### src/hdl/spc_pkg.sv
package spc_pkg;
  // register placement
  localparam logic [7:0] SPC_CSR_DATA_ADDR = 8'h57;
  localparam logic [7:0] SPC_IO_OFFSET = 8'h20;
  localparam logic [7:0] SPC_CSR_RESET = 8'h00;
  // field positions
  localparam int SPC_BIT_EN = 0;
  localparam int SPC_BIT_ERS = 1;
  localparam int SPC_BIT_WRT = 2;
  localparam int SPC_BIT_LFS = 3;
  localparam int SPC_BIT_RRE = 4;
  localparam int SPC_BIT_SIG = 5;
  localparam int SPC_BIT_BSY = 6;
  localparam int SPC_BIT_IE = 7;
  // command codes in the low five bits, signature read in the low six
  localparam logic [4:0] SPC_CMD_FILL = 5'h01;
  localparam logic [4:0] SPC_CMD_ERASE = 5'h03;
  localparam logic [4:0] SPC_CMD_WRITE = 5'h05;
  localparam logic [4:0] SPC_CMD_LOCK = 5'h09;
  localparam logic [4:0] SPC_CMD_RWWRE = 5'h11;
  localparam logic [5:0] SPC_CMD_SIG = 6'h21;
  // arming windows in cycles
  localparam int SPC_STORE_WINDOW = 4;
  localparam int SPC_LOAD_WINDOW = 3;
  // fuse byte pointers
  localparam logic [15:0] SPC_FUSE_LOW_PTR = 16'h0000;
  localparam logic [15:0] SPC_FUSE_EXT_PTR = 16'h0002;
  localparam logic [15:0] SPC_FUSE_HIGH_PTR = 16'h0003;
  // programming time
  localparam int SPC_CLK_MHZ = 250;
  localparam int SPC_PROG_MIN_NS = 3200000;
  localparam int SPC_PROG_MAX_NS = 3400000;
  localparam int SPC_PROG_CYCLES = (SPC_PROG_MIN_NS * SPC_CLK_MHZ + 999) / 1000;
endpackage

### src/hdl/spc_timer.sv
`timescale 1ns/10ps
module spc_timer #(
  parameter int WIDTH = 20
) (
  input wire logic clk,
  input wire logic rst_n,
  input wire logic start,
  input wire logic [WIDTH-1:0] length,
  output logic busy,
  output logic done
);
  typedef struct packed {
    logic [WIDTH-1:0] cnt;
    logic busy;
    logic done;
  } spc_tmr_t;
  spc_tmr_t s, next_s;

  initial begin
    if (WIDTH < 2) $error("timer width too small");
  end

  always_comb begin
    next_s = s;
    next_s.done = 1'b0;
    if (start && !s.busy) begin
      next_s.busy = 1'b1;
      next_s.cnt = length;
    end else if (s.busy) begin
      if (s.cnt <= {{(WIDTH-1){1'b0}}, 1'b1}) begin
        next_s.busy = 1'b0;
        next_s.done = 1'b1;
        next_s.cnt = '0;
      end else begin
        next_s.cnt = s.cnt - {{(WIDTH-1){1'b0}}, 1'b1};
      end
    end
  end

  always_ff @(posedge clk) begin
    if (!rst_n) begin
      s <= '0;
    end else begin
      s <= next_s;
    end
  end

  assign busy = s.busy;
  assign done = s.done;
endmodule

### src/hdl/spc_ctrl.sv
`timescale 1ns/10ps
// Functional notes
// register at data offset 0x57 and at I/O offset 0x37.
// ready interrupt requested while enabled, global flag set, enable clear.
// no ready interrupt during EEPROM write or store-program.
// without read-while-write the busy bit always reads zero.
// signature read: load within three cycles returns signature byte.
// store-program within four cycles of signature read does nothing.
// writing section read-enable during buffer fill clears page buffer.
// lock-set read returns lock or fuse bits chosen by pointer bit 0; the code picks by the whole pointer value.
// page-write command writes buffer to page from upper pointer bits.
// page-write bit clears at finish or after four idle cycles.
// page-erase command erases page from upper pointer bits.
// page-erase bit clears at finish or after four idle cycles.
// enable alone stores data pair into buffer word, pointer bit 0 ignored.
// enable arms store for four cycles, clears on completion or timeout.
// enable stays set through a whole erase or write.
// low five bits ignored unless enable alone or with one command.
// store-program starts only from the boot loader section.
// boot loader store-program may erase or write any page.
// boot-size fuses set section sizes; here the section start comes from the NO_READ_WHILE_WRITE_SECTION_START input.
// programming in read-while-write section lets fetches continue.
// programming in no-read-while-write section halts the CPU.
// busy bit reads one while read-while-write section is blocked.
// programmed fuse and lock bits read zero, unprogrammed read one.
// fuse pointer 0x0000 low, 0x0003 high, 0x0002 extended byte.
// each erase, write or lock write takes 3.2 to 3.4 ms; here a lock write store starts no timed operation.
// section read-enable plus store clears busy after programming.
module spc_ctrl
  import spc_pkg::*;
#(
  parameter bit HAS_RWW = 1'b1,
  parameter int PAGE_WORDS = 64,
  parameter int PROG_CYCLES = spc_pkg::SPC_PROG_CYCLES
) (
  // clock and reset
  input wire logic CLK,
  input wire logic RST_N,
  // cpu register access
  input wire logic [7:0] IO_ADDR,
  input wire logic IO_SPACE,
  input wire logic IO_WR,
  input wire logic IO_RD,
  input wire logic [7:0] IO_WDATA,
  output logic [7:0] IO_RDATA,
  // cpu instruction side
  input wire logic STORE_EXEC,
  input wire logic LOAD_EXEC,
  input wire logic [15:0] Z_PTR,
  input wire logic [15:0] R1R0,
  input wire logic FROM_BOOT,
  input wire logic GLOBAL_IE,
  input wire logic EE_WRITE_BUSY,
  output logic LOAD_HIT,
  output logic [7:0] LOAD_DATA,
  output logic CPU_HALT,
  output logic READY_IRQ,
  // section map and nonvolatile bits
  input wire logic [15:0] NO_READ_WHILE_WRITE_SECTION_START,
  input wire logic [7:0] LOCK_BITS,
  input wire logic [7:0] FUSE_LOW,
  input wire logic [7:0] FUSE_HIGH,
  input wire logic [7:0] FUSE_EXT,
  input wire logic [7:0] SIG_BYTE,
  // flash array
  output logic FL_ERASE,
  output logic FL_WRITE,
  output logic [15:0] FL_PAGE_ADDR,
  output logic [15:0] FL_BUF_WORD,
  output logic [15:0] FL_BUF_ADDR
);
  import spc_pkg::*;

  localparam int AW = $clog2(PAGE_WORDS);
  localparam int TW = $clog2(PROG_CYCLES + 1);

  initial begin
    if (PAGE_WORDS < 2 || PAGE_WORDS > 256) $error("bad page size");
    if (PROG_CYCLES < 1) $error("bad programming time");
    if ((PAGE_WORDS & (PAGE_WORDS - 1)) != 0) $error("page not power of two");
  end

  typedef enum logic [1:0] {SPC_IDLE, SPC_ARMED, SPC_PROG} spc_st_t;

  typedef struct packed {
    spc_st_t st;
    logic [7:0] csr;
    logic [2:0] win;
    logic rww_busy;
    logic no_read_while_write_section_op;
    logic sig_lock;
    logic [15:0] page;
    logic [PAGE_WORDS-1:0] buf_valid;
    logic [7:0] rdata;
    logic load_hit;
    logic [7:0] load_data;
    logic halt;
    logic irq;
    logic fl_erase;
    logic fl_write;
    logic [15:0] fl_word;
    logic [15:0] fl_addr;
  } spc_state_t;

  spc_state_t s, next_s;
  logic tmr_start;
  logic tmr_busy;
  logic tmr_done;
  logic [15:0] page_buf [PAGE_WORDS];

  ////////////////////////////////////////////////////////////////////////////
  function automatic logic cmd_ok(input logic [4:0] c);
    cmd_ok = (c == SPC_CMD_FILL) || (c == SPC_CMD_ERASE) ||
             (c == SPC_CMD_WRITE) || (c == SPC_CMD_LOCK) ||
             (c == SPC_CMD_RWWRE);
  endfunction

  function automatic logic [7:0] fuse_pick(input logic [15:0] z,
      input logic [7:0] lo, input logic [7:0] hi, input logic [7:0] ex,
      input logic [7:0] lk);
    if (z == SPC_FUSE_LOW_PTR) fuse_pick = lo;
    else if (z == SPC_FUSE_HIGH_PTR) fuse_pick = hi;
    else if (z == SPC_FUSE_EXT_PTR) fuse_pick = ex;
    else fuse_pick = lk;
  endfunction

  ////////////////////////////////////////////////////////////////////////////
  logic csr_sel;
  logic csr_wr;
  logic [4:0] low5;
  logic store_ok;
  logic [AW-1:0] widx;
  // both access paths
  // dual address decode
  assign csr_sel = IO_SPACE ? (IO_ADDR == SPC_CSR_DATA_ADDR - SPC_IO_OFFSET)
                            : (IO_ADDR == SPC_CSR_DATA_ADDR);
  assign csr_wr = IO_WR && csr_sel;
  assign low5 = s.csr[4:0];
  // boot section only
  assign store_ok = STORE_EXEC && FROM_BOOT && s.st == SPC_ARMED &&
                    !s.sig_lock;
  assign widx = Z_PTR[AW:1];

  always_comb begin
    next_s = s;
    tmr_start = 1'b0;
    next_s.fl_erase = 1'b0;
    next_s.fl_write = 1'b0;
    next_s.load_hit = 1'b0;
    unique case (s.st)
      SPC_IDLE: begin
        if (csr_wr) begin
          next_s.csr[SPC_BIT_IE] = IO_WDATA[SPC_BIT_IE];
          // legal combinations
          if (cmd_ok(IO_WDATA[4:0]) || IO_WDATA[5:0] == SPC_CMD_SIG[5:0]) begin
            next_s.csr[5:0] = IO_WDATA[5:0];
            next_s.st = SPC_ARMED;
            next_s.win = 3'(SPC_STORE_WINDOW);
            next_s.sig_lock = IO_WDATA[SPC_BIT_SIG];
            // buffer cleared
            if (IO_WDATA[SPC_BIT_RRE] && |s.buf_valid) begin
              next_s.buf_valid = '0;
            end
          end
        end
      end
      SPC_ARMED: begin
        if (csr_wr) begin
          next_s.csr[SPC_BIT_IE] = IO_WDATA[SPC_BIT_IE];
        end
        // load window
        if (LOAD_EXEC && s.win > 3'(SPC_STORE_WINDOW - SPC_LOAD_WINDOW)) begin
          if (s.csr[SPC_BIT_SIG]) begin
            next_s.load_hit = 1'b1;
            next_s.load_data = SIG_BYTE;
          end else if (s.csr[SPC_BIT_LFS]) begin
            next_s.load_hit = 1'b1;
            // fuse select
            next_s.load_data = Z_PTR[0] ?
              fuse_pick(Z_PTR, FUSE_LOW, FUSE_HIGH, FUSE_EXT, LOCK_BITS) :
              fuse_pick(Z_PTR, FUSE_LOW, FUSE_HIGH, FUSE_EXT, LOCK_BITS);
          end
        end
        if (store_ok) begin
          if (low5 == SPC_CMD_FILL) begin
            // buffer word store
            next_s.buf_valid[widx] = 1'b1;
            next_s.csr[5:0] = '0;
            next_s.st = SPC_IDLE;
          end else if (low5 == SPC_CMD_ERASE || low5 == SPC_CMD_WRITE) begin
            // page op
            next_s.page = Z_PTR & ~16'(2 * PAGE_WORDS - 1);
            next_s.fl_erase = low5 == SPC_CMD_ERASE;
            next_s.fl_write = low5 == SPC_CMD_WRITE;
            next_s.fl_addr = Z_PTR & ~16'(2 * PAGE_WORDS - 1);
            tmr_start = 1'b1;
            next_s.st = SPC_PROG;
            // section
            next_s.no_read_while_write_section_op = Z_PTR >= NO_READ_WHILE_WRITE_SECTION_START;
            next_s.halt = Z_PTR >= NO_READ_WHILE_WRITE_SECTION_START;
            next_s.rww_busy = HAS_RWW && Z_PTR < NO_READ_WHILE_WRITE_SECTION_START;
          end else if (low5 == SPC_CMD_RWWRE) begin
            // section unblocked
            next_s.rww_busy = 1'b0;
            next_s.buf_valid = '0;
            next_s.csr[5:0] = '0;
            next_s.st = SPC_IDLE;
          end else begin
            next_s.csr[5:0] = '0;
            next_s.st = SPC_IDLE;
          end
        end else if (s.win <= 3'd1) begin
          // timeout
          next_s.csr[5:0] = '0;
          next_s.sig_lock = 1'b0;
          next_s.st = SPC_IDLE;
        end else begin
          next_s.win = s.win - 3'd1;
        end
      end
      SPC_PROG: begin
        if (csr_wr) begin
          next_s.csr[SPC_BIT_IE] = IO_WDATA[SPC_BIT_IE];
        end
        // enable held until done
        if (tmr_done) begin
          next_s.csr[5:0] = '0;
          next_s.halt = 1'b0;
          if (low5 == SPC_CMD_WRITE) next_s.buf_valid = '0;
          next_s.st = SPC_IDLE;
        end
      end
    endcase
    // ready interrupt
    next_s.irq = next_s.csr[SPC_BIT_IE] && GLOBAL_IE &&
                 !next_s.csr[SPC_BIT_EN] && !EE_WRITE_BUSY &&
                 next_s.st == SPC_IDLE;
    // busy readback
    next_s.rdata = {next_s.csr[7], HAS_RWW ? next_s.rww_busy : 1'b0,
                    1'b0, next_s.csr[4:0]};
    next_s.fl_word = R1R0;
  end

  ////////////////////////////////////////////////////////////////////////////
  spc_timer #(.WIDTH(TW)) u_timer (
    .clk(CLK),
    .rst_n(RST_N),
    .start(tmr_start),
    .length(TW'(PROG_CYCLES)),
    .busy(tmr_busy),
    .done(tmr_done)
  );

  always_ff @(posedge CLK) begin
    if (!RST_N) begin
      s <= '0;
      s.csr <= SPC_CSR_RESET;
      s.st <= SPC_IDLE;
    end else begin
      s <= next_s;
    end
  end

  always_ff @(posedge CLK) begin
    if (store_ok && low5 == SPC_CMD_FILL) begin
      page_buf[widx] <= R1R0;
    end
  end

  assign IO_RDATA = s.rdata;
  assign LOAD_HIT = s.load_hit;
  assign LOAD_DATA = s.load_data;
  assign CPU_HALT = s.halt;
  assign READY_IRQ = s.irq;
  assign FL_ERASE = s.fl_erase;
  assign FL_WRITE = s.fl_write;
  assign FL_PAGE_ADDR = s.page;
  assign FL_BUF_WORD = s.fl_word;
  assign FL_BUF_ADDR = s.fl_addr;
endmodule

### config.mk
export PLATFORM = sky130hd
export DESIGN_NAME = spc_ctrl
export DESIGN_NICKNAME = d
export VERILOG_FILES = /design/src/hdl/spc_pkg.sv /design/src/hdl/spc_timer.sv /design/src/hdl/spc_ctrl.sv
export SDC_FILE = /design/constraint.sdc
export NUM_CORES = 1
export LEC_CHECK = 0
export BUFFER_PORTS_ARGS = -buffer_cell sky130_fd_sc_hd__buf_4
export CAP_MARGIN = 30
export CORE_MARGIN = 1.5
export CORE_UTILIZATION = 30
export CTS_BUF_LIST = sky130_fd_sc_hd__clkbuf_2 sky130_fd_sc_hd__clkbuf_4 sky130_fd_sc_hd__clkbuf_8
export DETAILED_ROUTE_END_ITERATION = 7
export PLACE_DENSITY_LB_ADDON = 0.08
export SYNTH_ARGS = -nofsm -noshare
export SYNTH_HDL_FRONTEND = slang
export SYNTH_SLANG_ARGS = --single-unit
export TNS_END_PERCENT = 100
### constraint.sdc
create_clock -name CLK -period 4.4 [get_ports CLK]
set_input_delay 0.88 -clock CLK [delete_from_list [all_inputs] [get_ports CLK]]
set_output_delay 0.88 -clock CLK [all_outputs]
set_load 0.05 [all_outputs]
**Word-level counts from Yosys, hierarchy flattened**

Cells that the tools add are included.

- Magnitude comparators: 5
- Reductions and logical operators: 37
- Equality and inequality tests: 27
- Bitwise gates (word level): 6
- Add/subtract/negate cells: 2
- Mux-type cells: 50

Operators with widths:

| operator | number |
|---|---|
| $mux W9 | 4 |
| $eq A16 B2 Y1 const B | 2 |
| $mux W6 | 5 |
| $mux W8 | 3 |
| $mux W22 | 1 |
| $mux W21 | 1 |
| $le A20 B1 Y1 const B | 1 |
| $mux W2 | 10 |
| $mux W20 | 1 |
| $reduce_and A5 Y1 | 4 |
| $sub A20 B1 Y20 const B | 1 |
| $pmux W6 S3 | 1 |
| $mux W1 | 17 |
| $ge A16 B16 Y1 | 1 |
| $logic_not A16 Y1 | 1 |
| $lt A16 B16 Y1 | 1 |
| $ne A2 B2 Y1 const B | 6 |
| $eq A5 B1 Y1 const B | 2 |
| $eq A5 B2 Y1 const B | 2 |
| $eq A5 B3 Y1 const B | 2 |
| $eq A5 B5 Y1 const B | 2 |
| $logic_and A1 B1 Y1 | 10 |
| $mux W3 | 3 |
| $pmux W3 S3 | 1 |
| other kinds (24) | 45 |

- Bits in registers: 83
- Input port bits: 114
- Logic and storage cells: 148

**Longest topological paths before layout**

- Word-level depth: 13
- Depth in mapped cells: 8
- Depth with buffers taken out: 7

**Hierarchy**

Synthesis repeated with hierarchy kept, for this count alone.

- Cell total of the unflattened synthesis: 543
- Area total of the unflattened synthesis: 4,720.8 µm²

Modules (own cells, without submodules):

| module | area an instance (µm²) | sequential area each (µm²) | cells each | times used |
|---|---|---|---|---|
| spc_ctrl | 3,318.2 | 1,041.0 | 380 | 1 |
| spc_timer | 1,402.6 | 440.4 | 163 | 1 |

**Worst setup path after synthesis**

Ideal clock, no wire load.

- Kind: input port to flip-flop
- Start: input port Z_PTR[0]
- End: register s (netlist bit CPU_HALT)
- Arrival time: 2.554 ns
- Buffers on the path: 1
- Library setup time: 0.101 ns
- Cell stages on the path: 8
- Slack: 1.745 ns
- Cells stage by stage: buf_1 -> inv_1 -> ha_1 -> nand2b_1 -> a2111oi_0 -> or3_1 -> o211a_1 -> o41ai_1

- Longest elaborated chain between the ends: 5

RTL lines:

| item | RTL line | text |
|---|---|---|
| start: declaration | spc_ctrl.sv:49 | `input wire logic [15:0] Z_PTR,` |
| $ge A16 B16 Y1 | spc_ctrl.sv:200 | `next_s.halt = Z_PTR >= NO_READ_WHILE_WRITE_SECTION_START;` |
| $mux W1 | spc_ctrl.sv:190 | `end else if (low5 == SPC_CMD_ERASE \|\| low5 == SPC_CMD_WRITE) begin` |
| $mux W1 | spc_ctrl.sv:185 | `if (low5 == SPC_CMD_FILL) begin` |
| $mux W1 | spc_ctrl.sv:184 | `if (store_ok) begin` |
| $pmux W1 S2 | spc_ctrl.sv:150 | `unique case (s.st)` |
| end signal: assignment | spc_ctrl.sv:260 | `s <= next_s;` |
| end: declaration | spc_ctrl.sv:105 | `spc_state_t s, next_s;` |

Every way passes these cells. The select of a mux whose other input is x is not followed.
A chain may end at the register's enable or synchronous reset.

**Final worst setup path**

- Start: register s[148] (netlist bit)
- End: register u_timer.s[13] (netlist bit)

- Longest elaborated chain between the ends: 7

RTL lines:

| item | RTL line | text |
|---|---|---|
| $eq A2 B1 Y1 * | spc_ctrl.sv:140, spc_ctrl.sv:150 |  |
| $logic_and A1 B1 Y1 (2 in series) | spc_ctrl.sv:140 | `assign store_ok = STORE_EXEC && FROM_BOOT && s.st == SPC_ARMED &&` |
| $mux W1 | spc_ctrl.sv:184 |  |
| $mux W1 * | spc_ctrl.sv:150 |  |
| $logic_and A1 B1 Y1 * | spc_timer.sv:26 | `if (start && !s.busy) begin` |
| $reduce_or A2 Y1 (no source line) * | - |  |
| end signal: assignment | spc_timer.sv:44 | `s <= next_s;` |
| end: declaration | spc_timer.sv:17 | `spc_tmr_t s, next_s;` |

Every way passes the cells marked *; elsewhere a longest branch is shown, timed or not.

==> summary.txt <==
Layout
  • Area of the multi-input gates: roughly 0.0024 mm^2
  • Sequential Area: 0.00148 mm^2
  • Finished Layout Cells: 831
  • Most frequent cells in the layout: buf_4, dfxtp_1, a21oi_1
  • Final nets: 779
  • Ant diodes: 0
  • # fillers: about 1500
  • Layout cells sized above 1: 0.304
  • Commonest non-fill, non-tap cell in the layout: buf_4
  • Area growth syn-to-layout: 26.1%

Worst setup path
  • CP startpoint kind: flip-flop
  • Endpoint type of the worst setup path: flip-flop
  • Crit-path max FO: 15
  • Worst setup path class: flip-flop to flip-flop
  • Crit path DAT: roughly 3.3 ns
  • R2r startpoint: s[148]$_SDFF_PN0_
  • CP startpoint: s[148]$_SDFF_PN0_
  • Worst Path Required: roughly 4.6 ns

Job
  • Max cap viols: 0

Pwr
  • Max IR drop VDD: 0.128 mV
  • Gate power share: 0.158
  • P_int: 1.05 mW
  • Net Sw Frac: 0.271
  • Leak: between 2 and 2.5 nW
  • Clock Power Share: 0.372
  • Flop pwr share: 0.469
  • Power Total: around 1.4 mW
  • Psw: between 0.3 and 0.4 mW
  • PwrDens: between 200 and 300 mW/mm^2

Route
  • Wirelength per Cell: approximately 14 um
  • Final WL: about 12000 um
  • Met1 wire length: around 5200 um
  • Post-DR vias/cell: between 4 and 5
  • Met2 wire len: 5390 um
  • Top routing layer in use: met4
  • Drt first pass iters: 4
  • DRC Markers: 0
  • Wire length on met3: 845 um
  • Post-route ant nets: 0
  • Via count: ~4000
  • Iteration-0 DRC Markers: around 160

Logic synthesis
  • Cell variety after synth: 65
  • Seq/Total Area, Yosys: 0.332
  • Syn avg cell area: between 8 and 9 um^2
  • Synth warnings: 0
  • Post-synth EDFFs: 0
  • Mapped Cells: around 530
  • Ys flop type: dfxtp_1
  • Netlist Area Pre-Place: ~0.0045 mm^2
  • Async S/R FF share, synth: 0
  • Yosys reg bits: 74

Placed design
  • Cells after DPL: 815
  • I/O Buffers: ~170
  • Post-DP HPWL: roughly 9000 um
  • RD Place Congestion: approximately 0.74

Clock network
  • CTS tree: done
  • TritonCTS buffer count: 9
  • Clk buf depth: 2
  • CTS H-tree lvls: 3
  • CTS sink count: 74
  • Hold-fix buffers, CTS: 0
  • CTS resizes: 0
  • Post-CTS setup buffers: 0
  • Worst-Skew Late Latency: approximately 0.36 ns
  • Root buf cell: clkbuf_8
  • Reg clk slew, reported paths: around 0.08 ns

Global routing
  • Initial antenna violation count: 0
  • GRT Overall Usage: 0.148
  • Largest net degree at the start of global routing: 40
  • First-pass GRT wire length: between 15000 and 20000 um
  • GR Overflow Total: 0
  • Vias in the first global route: 3842

Floorplan
  • Starting density of the core: 0.307
  • Die height: around 120 um
  • Chip width: about 120 um
  • Die area: between 0.015 and 0.02 mm^2
  • Num ports: between 150 and 200
  • Core Rows: 44
  • Core area: between 0.01 and 0.015 mm^2

Timing
  • Tcrit/Tclk final: 0.687
  • Final TNS setup: 0 ns
  • Final Hold Viols: 0
  • Worst-Margin Slew: 0.842 ns
  • Slew HR: 0.437
  • Max Slew Vio Count: 0
  • Min cycle time layout: approximately 3 ns
  • Fmax: 331 MHz
  • Final setup fails: 0
  • RSZ-0062 raised after global routing: false
  • Worst Skew: 0.00977 ns

Hold path
  • Hold Crit Start: FL_PAGE_ADDR[11]$_SDFFE_PN0P_
  • Hold WC Path Type: flip-flop to flip-flop

Status
  • Outcome: completed
## area by class of cell
cell class | instances | area share
clock buffers | 11 | 0.0247
flip-flops and latches | 74 | 0.264
multi-input cells | 364 | 0.421
repair buffers | 166 | 0.222
clock inverters | 5 | 0.00979
well taps | 184 | 0.0410
inverters | 27 | 0.0180
## through the flow
step | setup slack, ns | hold WS (ns) | instance area (um^2) | util
after CTS | 1.37 | 0.483 | 5620 | 0.387
final | 1.38 | 0.480 | 5620 | 0.387
after floorplan | 1.75 | 0.442 | 4510 | -
after global routing | 1.08 | 0.508 | 5620 | 0.387
after global placement | 1.29 | 0.461 | 5430 | 0.373
after detailed placement | 1.26 | 0.466 | 5430 | 0.373
## critical path, stage by stage, from the launching register on
cell     delay, ns
dfxtp_1       0.35
inv_1         0.09
ha_1          0.38
and4b_1       0.37
nand4_1       0.64
nor2_1        0.51
a211o_1       0.44
nor2_1        0.09
## path summary, 6_finish.rpt
kind,endpoint,slack (ns),cells after the start
max,u_timer.s[13]$_SDFFE_PP0P_,1.38,7
min,FL_PAGE_ADDR[11]$_SDFFE_PN0P_,0.48,2
max reg2reg,u_timer.s[13]$_SDFFE_PP0P_,1.38,7
min reg2reg,FL_PAGE_ADDR[11]$_SDFFE_PN0P_,0.48,2
## power groups by stage
stage               combinational, mW  sequential [mW]  clock (mW)
floorplan                       0.142            0.694           0
global placement                0.228            0.695           0
detailed placement              0.231            0.695           0
CTS                             0.232            0.679       0.561
global route                    0.250            0.680       0.587
finish                          0.229            0.679       0.539
## synth_stat cells (2+ instances only)
library cell  count  area, um^2
buf_4            65         488
nand3b_1          3        22.5
nand2b_1          4        25.0
or4_1             6        45.0
o31a_1            4        35.0
nor2b_1           3        18.8
mux2i_1           9        90.1
nor3b_1           4        30.0
a211oi_1          4        30.0
clkbuf_1         13        48.8
o21a_1            5        37.5
a21oi_1          55         275
or2_2             3        18.8
a211o_1           9        78.8
nand2_1          44         165
or3_1             5        31.3
dfxtp_1          74        1480
nor4_1            9        56.3
nand3_1          11        55.1
inv_1            25        93.8
o211ai_1          5        37.5
o22ai_1          12        75.1
o41ai_1           3        26.3
nor2_1           29         109
a2bb2oi_1         2        17.5
ha_1             23         288
o21ai_0           9        45.0
clkinv_1          2        7.51
o2111ai_1         3        26.3
buf_1             3        11.3
nor3_1           16        80.1
nand4_1           8        50.1
o211a_1           2        20.0
buf_2             2        10.0
xor2_1            5        43.8
and2_1           17         106
xnor2_1           8        70.1
nand4b_1          3        26.3
## routing by layer
metal,global-route usage,vias to the layer above
li1,-,2037
met1,0.184,1823
met2,0.237,128
met3,0.0455,10
met4,0.0628,0
met5,0,-
## sequential cells by signal (all words and copies together), names as in the netlist, 5 cells and up
name	flops
u_timer.s	20
FL_BUF_WORD	16
FL_PAGE_ADDR	9
LOAD_DATA	8
s	8
low5	5
## kinds of logic after synthesis
kind of cell | synth area share
AO/OA/AOI/OAI | 0.189
XOR/XNOR | 0.0255
adder cells (fa/ha/maj) | 0.0668
buffers and inverters | 0.148
flip-flops | 0.332
multiplexers | 0.0202
other | 0.000841
AND/OR/NAND/NOR | 0.217
Note: power is estimated with default switching activity, not from simulation.
